--- src/rtl/clc_pkg.sv ---
package clc_pkg;

    // Register map.
    localparam logic [7:0] CLC_CFG3_ADDR = 8'h8A;
    localparam logic [31:0] CLC_CFG3_RESET = 32'h14000000;

    // Field positions (low bit of each field).
    localparam int CLC_PARITY_BIT = 31;
    localparam int CLC_DEMAG_CNT_LSB = 29;
    localparam int CLC_DEMAG_UP_LSB = 27;
    localparam int CLC_DEMAG_LO_LSB = 25;
    localparam int CLC_SMP_LOW_LSB = 23;
    localparam int CLC_SMP_HIGH_LSB = 21;
    localparam int CLC_DUTY_LOW_LSB = 19;
    localparam int CLC_DUTY_HIGH_LSB = 17;
    localparam int CLC_FALL_LIM_LSB = 11;

    // Breakpoints of the falling-phase limit table.
    localparam logic [5:0] CLC_FALL_BRK1 = 6'h20;
    localparam logic [5:0] CLC_FALL_BRK2 = 6'h30;
    localparam logic [11:0] CLC_FALL_STEP1 = 12'h019;
    localparam logic [11:0] CLC_FALL_STEP2 = 12'h032;
    localparam logic [11:0] CLC_FALL_STEP3 = 12'h064;
    localparam logic [11:0] CLC_FALL_BASE2 = 12'h320;
    localparam logic [11:0] CLC_FALL_BASE3 = 12'h640;

    // Commutation method.
    typedef enum logic {
        CLC_CROSSING = 1'b0,
        CLC_INTEGRATION = 1'b1
    } clc_mode_t;

    // Consecutive demagnetisation samples: 2, 3, 4, 5.
    function automatic logic [2:0] clc_demag_count(input logic [1:0] code);
        case (code)
            2'h0: return 3'h2;
            2'h1: return 3'h3;
            2'h2: return 3'h4;
            default: return 3'h5;
        endcase
    endfunction

    // Upper bound drop below supply in mV: 90, 120, 150, 180.
    function automatic logic [15:0] clc_upper_drop(input logic [1:0] code);
        case (code)
            2'h0: return 16'h005A;
            2'h1: return 16'h0078;
            2'h2: return 16'h0096;
            default: return 16'h00B4;
        endcase
    endfunction

    // Lower bound in mV: 30, 60, 90, 120.
    function automatic logic [15:0] clc_lower_bound(input logic [1:0] code);
        case (code)
            2'h0: return 16'h001E;
            2'h1: return 16'h003C;
            2'h2: return 16'h005A;
            default: return 16'h0078;
        endcase
    endfunction

    // Samples per 30 degrees, low threshold: 3, 4, 6, 8.
    function automatic logic [7:0] clc_smp_low(input logic [1:0] code);
        case (code)
            2'h0: return 8'h03;
            2'h1: return 8'h04;
            2'h2: return 8'h06;
            default: return 8'h08;
        endcase
    endfunction

    // Samples per 30 degrees, high threshold: 4, 6, 8, 10.
    function automatic logic [7:0] clc_smp_high(input logic [1:0] code);
        case (code)
            2'h0: return 8'h04;
            2'h1: return 8'h06;
            2'h2: return 8'h08;
            default: return 8'h0A;
        endcase
    endfunction

    // Duty thresholds in percent: 12, 15, 18, 20.
    function automatic logic [6:0] clc_duty(input logic [1:0] code);
        case (code)
            2'h0: return 7'h0C;
            2'h1: return 7'h0F;
            2'h2: return 7'h12;
            default: return 7'h14;
        endcase
    endfunction

endpackage

--- src/rtl/clc_config.sv ---
`timescale 1ns/1ps
`default_nettype none

module clc_config
    import clc_pkg::*;
(
    input wire logic core_clk,
    input wire logic nrst,
    input wire logic [7:0] reg_addr,
    input wire logic reg_wr_en,
    input wire logic [31:0] reg_wdata,
    input wire logic reg_rd_en,
    output logic [31:0] reg_rdata,
    input wire logic sample_valid,
    input wire logic [7:0] samples_per_30deg,
    input wire logic [6:0] duty_pct,
    input wire logic demag_start,
    input wire logic [15:0] phase_mv,
    input wire logic [15:0] motor_supply_mv,
    output logic use_integration,
    output logic demag_done,
    output logic [11:0] falling_phase_integration_limit
);

    logic rst_meta_q;
    logic rst_sync_q;
    logic [31:0] cfg_d;
    logic [31:0] cfg_q;
    logic [31:0] rdata_d;
    logic [31:0] rdata_q;
    clc_mode_t mode_d;
    clc_mode_t mode_q;
    logic [2:0] demag_cnt_d;
    logic [2:0] demag_cnt_q;
    logic demag_done_d;
    logic demag_done_q;
    logic [11:0] fall_lim_d;
    logic [11:0] fall_lim_q;
    logic [1:0] demag_check_sample_count;
    logic [1:0] demag_check_upper_bound;
    logic [1:0] demag_check_lower_bound;
    logic [1:0] samples_to_crossing_threshold;
    logic [1:0] samples_to_integration_threshold;
    logic [1:0] duty_to_crossing_threshold;
    logic [1:0] duty_to_integration_threshold;
    logic [5:0] fall_code;
    logic [15:0] upper_mv;
    logic [15:0] lower_mv;
    logic in_window;
    logic go_crossing;
    logic go_integration;

    // Reset release passes two flip-flops; assertion stays asynchronous.
    always_ff @(posedge core_clk or negedge nrst)
    begin
        if (!nrst)
        begin
            rst_meta_q <= 1'b0;
            rst_sync_q <= 1'b0;
        end
        else
        begin
            rst_meta_q <= 1'b1;
            rst_sync_q <= rst_meta_q;
        end
    end

    // Field extraction from the stored word.
    assign demag_check_sample_count = cfg_q[CLC_DEMAG_CNT_LSB +: 2];
    assign demag_check_upper_bound = cfg_q[CLC_DEMAG_UP_LSB +: 2];
    assign demag_check_lower_bound = cfg_q[CLC_DEMAG_LO_LSB +: 2];
    assign samples_to_crossing_threshold = cfg_q[CLC_SMP_LOW_LSB +: 2];
    assign samples_to_integration_threshold = cfg_q[CLC_SMP_HIGH_LSB +: 2];
    assign duty_to_crossing_threshold = cfg_q[CLC_DUTY_LOW_LSB +: 2];
    assign duty_to_integration_threshold = cfg_q[CLC_DUTY_HIGH_LSB +: 2];
    assign fall_code = cfg_q[CLC_FALL_LIM_LSB +: 6];

    // Register port: a write to the word's address stores all 32 bits.
    always_comb
    begin
        cfg_d = cfg_q;
        rdata_d = rdata_q;
        if (reg_wr_en && (reg_addr == CLC_CFG3_ADDR))
        begin
            cfg_d = reg_wdata;
        end
        if (reg_rd_en)
        begin
            if (reg_addr == CLC_CFG3_ADDR)
            begin
                rdata_d = cfg_q;
            end
            else
            begin
                rdata_d = 32'h00000000;
            end
        end
    end

    // Configuration storage and read data.
    always_ff @(posedge core_clk or negedge rst_sync_q)
    begin
        if (!rst_sync_q)
        begin
            cfg_q <= CLC_CFG3_RESET;
            rdata_q <= 32'h00000000;
        end
        else
        begin
            cfg_q <= cfg_d;
            rdata_q <= rdata_d;
        end
    end

    // Method selection; both measures must agree before moving to integration.
    always_comb
    begin
        go_crossing = (samples_per_30deg < clc_smp_low(samples_to_crossing_threshold))
            || (duty_pct < clc_duty(duty_to_crossing_threshold));
        go_integration =
            (samples_per_30deg > clc_smp_high(samples_to_integration_threshold))
            && (duty_pct > clc_duty(duty_to_integration_threshold));
        mode_d = mode_q;
        if (sample_valid)
        begin
            case (mode_q)
                CLC_INTEGRATION:
                begin
                    if (go_crossing)
                    begin
                        mode_d = CLC_CROSSING;
                    end
                end
                default:
                begin
                    if (go_integration)
                    begin
                        mode_d = CLC_INTEGRATION;
                    end
                end
            endcase
        end
    end

    // Method register starts in zero-crossing mode.
    always_ff @(posedge core_clk or negedge rst_sync_q)
    begin
        if (!rst_sync_q)
        begin
            mode_q <= CLC_CROSSING;
        end
        else
        begin
            mode_q <= mode_d;
        end
    end

    // Demagnetisation window: phase strictly between lower and supply-minus-drop.
    always_comb
    begin
        upper_mv = motor_supply_mv - clc_upper_drop(demag_check_upper_bound);
        lower_mv = clc_lower_bound(demag_check_lower_bound);
        in_window = (motor_supply_mv > clc_upper_drop(demag_check_upper_bound))
            && (phase_mv < upper_mv) && (phase_mv > lower_mv);
        demag_cnt_d = demag_cnt_q;
        demag_done_d = demag_done_q;
        if (demag_start)
        begin
            demag_cnt_d = 3'h0;
            demag_done_d = 1'b0;
        end
        else if (sample_valid && !demag_done_q)
        begin
            if (!in_window)
            begin
                demag_cnt_d = 3'h0;
            end
            else if ((demag_cnt_q + 3'h1) >= clc_demag_count(demag_check_sample_count))
            begin
                demag_cnt_d = 3'h0;
                demag_done_d = 1'b1;
            end
            else
            begin
                demag_cnt_d = demag_cnt_q + 3'h1;
            end
        end
    end

    // Falling-phase limit decoded from the six-bit code.
    always_comb
    begin
        if (fall_code <= CLC_FALL_BRK1)
        begin
            fall_lim_d = 12'(fall_code) * CLC_FALL_STEP1;
        end
        else if (fall_code <= CLC_FALL_BRK2)
        begin
            fall_lim_d = CLC_FALL_BASE2 + 12'(fall_code - CLC_FALL_BRK1) * CLC_FALL_STEP2;
        end
        else
        begin
            fall_lim_d = CLC_FALL_BASE3 + 12'(fall_code - CLC_FALL_BRK2) * CLC_FALL_STEP3;
        end
    end

    // Demagnetisation counter and decoded limit registers.
    always_ff @(posedge core_clk or negedge rst_sync_q)
    begin
        if (!rst_sync_q)
        begin
            demag_cnt_q <= 3'h0;
            demag_done_q <= 1'b0;
            fall_lim_q <= 12'h000;
        end
        else
        begin
            demag_cnt_q <= demag_cnt_d;
            demag_done_q <= demag_done_d;
            fall_lim_q <= fall_lim_d;
        end
    end

    assign reg_rdata = rdata_q;
    assign use_integration = (mode_q == CLC_INTEGRATION);
    assign demag_done = demag_done_q;
    assign falling_phase_integration_limit = fall_lim_q;

endmodule // clc_config

`default_nettype wire

--- config.mk ---
export PLATFORM = sky130hd
export DESIGN_NAME = clc_config
export DESIGN_NICKNAME = d
export VERILOG_FILES = /design/src/rtl/clc_pkg.sv /design/src/rtl/clc_config.sv
export SDC_FILE = /design/constraint.sdc
export NUM_CORES = 1
export LEC_CHECK = 0
export BUFFER_PORTS_ARGS = -buffer_cell sky130_fd_sc_hd__buf_4
export CORE_ASPECT_RATIO = 0.7
export CORE_MARGIN = 2
export CORE_UTILIZATION = 60
export CTS_CLUSTER_SIZE = 20
export DETAILED_ROUTE_END_ITERATION = 12
export GPL_TIMING_DRIVEN = 0
export PLACE_DENSITY = 0.93
export SLEW_MARGIN = 5
export SYNTH_ARGS = -nofsm -noshare
export SYNTH_HDL_FRONTEND = slang
export SYNTH_SLANG_ARGS = --single-unit
--- constraint.sdc ---
create_clock -name core_clk -period 5.86 [get_ports core_clk]
set_input_delay 0.879 -clock core_clk [delete_from_list [all_inputs] [get_ports core_clk]]
set_output_delay 0.879 -clock core_clk [all_outputs]
set_load 0.02 [all_outputs]
==> flow_metrics.env <==
export IMPL_portBuffers=137
export IMPL_final_setup_skew_ns=0.00621
export IMPL_nets=999
export IMPL_synth_edf_count=0
export IMPL_hold_violations=0
export IMPL_crit_path_cell_trace="buf_4, nor2b_1, nor2_1, ha_1, o21ai_0, nand2b_1, a31oi_1, o21ai_0, nor3_1, xnor2_1, ha_1, a21oi_1, nor2b_1, o21ai_0, o21ai_0, nor4_1, a32o_1"
export IMPL_antenna_left=0
export IMPL_power_density_mw_per_mm2=223
export IMPL_seqPwrFrac=0.359
export IMPL_power_switching_w=0.000510
export IMPL_yosysUniqueCellTypes=52
export IMPL_cts_setup_buffers=0
export IMPL_critPathTopFamily="compound AO/OA/AOI/OAI gates"
export IMPL_io_pin_count=139
export IMPL_final_common_cell="buf_4"
export IMPL_dp_hpwl_mm=12.7
export IMPL_die_area_mm2=0.0112
export IMPL_cap_viol_max_count=0
export IMPL_ctsHoldBuffers=0
export IMPL_crit_top_cell="o21ai_0"
export IMPL_cpMaxStageDelayCell="nor4_1"
export IMPL_drv_slew=0
export IMPL_required_ns=6.14
export IMPL_synth_top_family_by_area="adder cells"
export IMPL_crit_fanout=4
export IMPL_layout_drive_gt1_share=0.244
export IMPL_cts_clk_slew_worst_paths_ns=0.06
export IMPL_cts_resized=0
export IMPL_pwr_share_comb=0.253
export IMPL_rsz0062_at_grt="false"
export IMPL_power_w=0.00173
export IMPL_period_share=0.691
export IMPL_power_internal_w=0.00122
export IMPL_avgSynthCellArea_um2=9.62
export IMPL_critPathMaxStageDelay_ns=0.56
export IMPL_yosysWarnings=0
export IMPL_cts_buffers=9
export IMPL_criticalPathCategory="primary input to flip-flop"
export IMPL_die_height_um=89.0
export IMPL_fp_row_count=30
export IMPL_htree_levels=3
export IMPL_fmax_mhz=247
export IMPL_routed_wl_mm=16.8
export IMPL_arrival_ns=4.33
export IMPL_dr_total_vias=5486
export IMPL_outcome="finished clean"
export IMPL_antenna_found_initial=0
export IMPL_syn_nets=850
export IMPL_area_growth_pct=25.3
export IMPL_cts_tree="built"
export IMPL_tightestPinTransition_ns=0.716
export IMPL_grt_max_degree=52
export IMPL_grt_first_pass_wirelength_mm=27.3
export IMPL_synthCells=644
export IMPL_cts_sinks=83
export IMPL_fin_crit_ns=4.05
export IMPL_r2r_cells=11
export IMPL_drcViolationCount=0
export IMPL_worstHoldPathType="flip-flop to async pin"
export IMPL_p_leak_nw=3.95
export IMPL_slew_headroom=0.518
export IMPL_synth_xor_area_frac=0.0580
export IMPL_cp_num_buf_inv=1
export IMPL_synth_simple_area_share=0.103
export IMPL_synth_mux_area_frac=0.0614
export IMPL_ir_drop_mv=0.138
export IMPL_core_area_mm2=0.00987
export IMPL_synth_compound_area_share=0.133
export IMPL_diodes=0
export IMPL_clkPwrFrac=0.388
export IMPL_worstSetupStartpointType="primary input"
export IMPL_viasPerCell=5.92
export IMPL_dr_pass1_iters=4
export IMPL_synth_area_mm2=0.00619
export IMPL_root_buffer="clkbuf_16"
export IMPL_gp_congestion=0.950
export IMPL_drt_iter0_markers=419
export IMPL_grt_usage=0.308
export IMPL_async_reset_ff_frac=1.00
export IMPL_nFillCells=587
export IMPL_synthAdderAreaFrac=0.240
export IMPL_rrSetupSlack_ns=1.86
export IMPL_switching_share=0.295
export IMPL_rr_endpoint="falling_phase_integration_limit[11]"
export IMPL_yosysSeqAreaShare=0.336
export IMPL_final_cell_mix="buf_4, ha_1, inv_1"
export IMPL_insertion_delay_ns=0.35
export IMPL_tns_ns=0
export IMPL_grt_ovfl_total=0
export IMPL_cts_path_max_buffers=2
export IMPL_wl_per_cell_um=18.2
export IMPL_start_util=0.627
export IMPL_setup_violations=0
export IMPL_timing_rr_start="cfg_q[16]"
export IMPL_ys_flop_type="dfrtp_1"
export IMPL_ys_seq_elements=83
export IMPL_end_kind="flip-flop"
export IMPL_die_w_um=125
export IMPL_grt_pass1_vias=5638
sequential cells by signal, indices dropped and copies added, names as in the netlist:
register	count
cfg_q	32
demag_cnt_q	3
demag_done	1
falling_phase_integration_limit	12
reg_rdata	32
rst_meta_q	1
rst_sync_q	1
use_integration	1
synth_stat cells (10+ instances only):
| cell | number | area share |
|---|---|---|
| dfrtp_1 | 81 | 0.33 |
| ha_1 | 103 | 0.21 |
| inv_1 | 92 | 0.056 |
| xnor2_1 | 27 | 0.038 |
| a21oi_1 | 30 | 0.024 |
| clkbuf_1 | 15 | 0.0091 |
| nor2_1 | 27 | 0.016 |
| fa_1 | 10 | 0.032 |
| xor2_1 | 14 | 0.020 |
| mux2_2 | 32 | 0.058 |
| nand2_1 | 54 | 0.033 |
| o22ai_1 | 33 | 0.033 |
| o21ai_0 | 21 | 0.017 |
worst max-delay path by stage:
stage	from	end	slack (ns)	cells past startpoint
finish	motor_supply_mv[2]	demag_cnt_q[0]	1.81	17
global route	motor_supply_mv[2]	demag_cnt_q[0]	1.40	17
CTS	cfg_q[16]	falling_phase_integration_limit[11]	1.89	11
detailed placement	motor_supply_mv[2]	demag_cnt_q[0]	1.56	17
global placement	motor_supply_mv[2]	demag_cnt_q[0]	1.69	17
floorplan	motor_supply_mv[2]	demag_cnt_q[0]	2.24	14
per-layer routing:
layer	part of all wire	GRT usage
met1	0.42	0.382
met2	0.48	0.532
met3	0.074	0.0724
met4	0.032	0.123
met5	0	0
cells by family after synthesis:
family,Yosys count
AOI/OAI and AO/OA,129
xor gates and xnor gates,41
buffers and inverters,112
and+or+nand+nor,131
muxes,34
adders and majority gates,113
DFF,83
other,1
per-stage QoR:
| stage | hold slack (ns) | setup WS (ns) | area (µm²) | util | cells |
|---|---|---|---|---|---|
| floorplan | 0.331 | 2.24 | 6190 | - | 644 |
| global route | 0.297 | 1.40 | 7760 | 0.786 | 926 |
| finish | 0.272 | 1.81 | 7760 | 0.786 | 926 |
| CTS | 0.286 | 1.89 | 7760 | 0.786 | 926 |
| global placement | 0.336 | 1.69 | 7380 | 0.748 | 909 |
| detailed placement | 0.282 | 1.56 | 7410 | 0.751 | 910 |
power by group through the flow:
stage	Sequential, W	Clock, W	Combinational [W]
final	0.000621	0.000670	0.000438
after global routing	0.000624	0.000695	0.000483
after CTS	0.000621	0.000669	0.000434
after detailed placement	0.000631	0	0.000426
after global placement	0.000634	0	0.000393
after floorplan	0.000640	0	0.000262
final cells by class:
| class | count | area (µm²) | share of cell area |
|---|---|---|---|
| buffer | 20 | 75.1 | 0.00967 |
| clock buffer | 9 | 225 | 0.0290 |
| clock inverter | 7 | 124 | 0.0160 |
| inverter | 92 | 345 | 0.0445 |
| multi-input combinational | 449 | 3690 | 0.476 |
| sequential | 83 | 2080 | 0.268 |
| tap | 128 | 160 | 0.0206 |
| timing repair buffer | 138 | 1060 | 0.136 |
(Power assumes the default switching activity.)
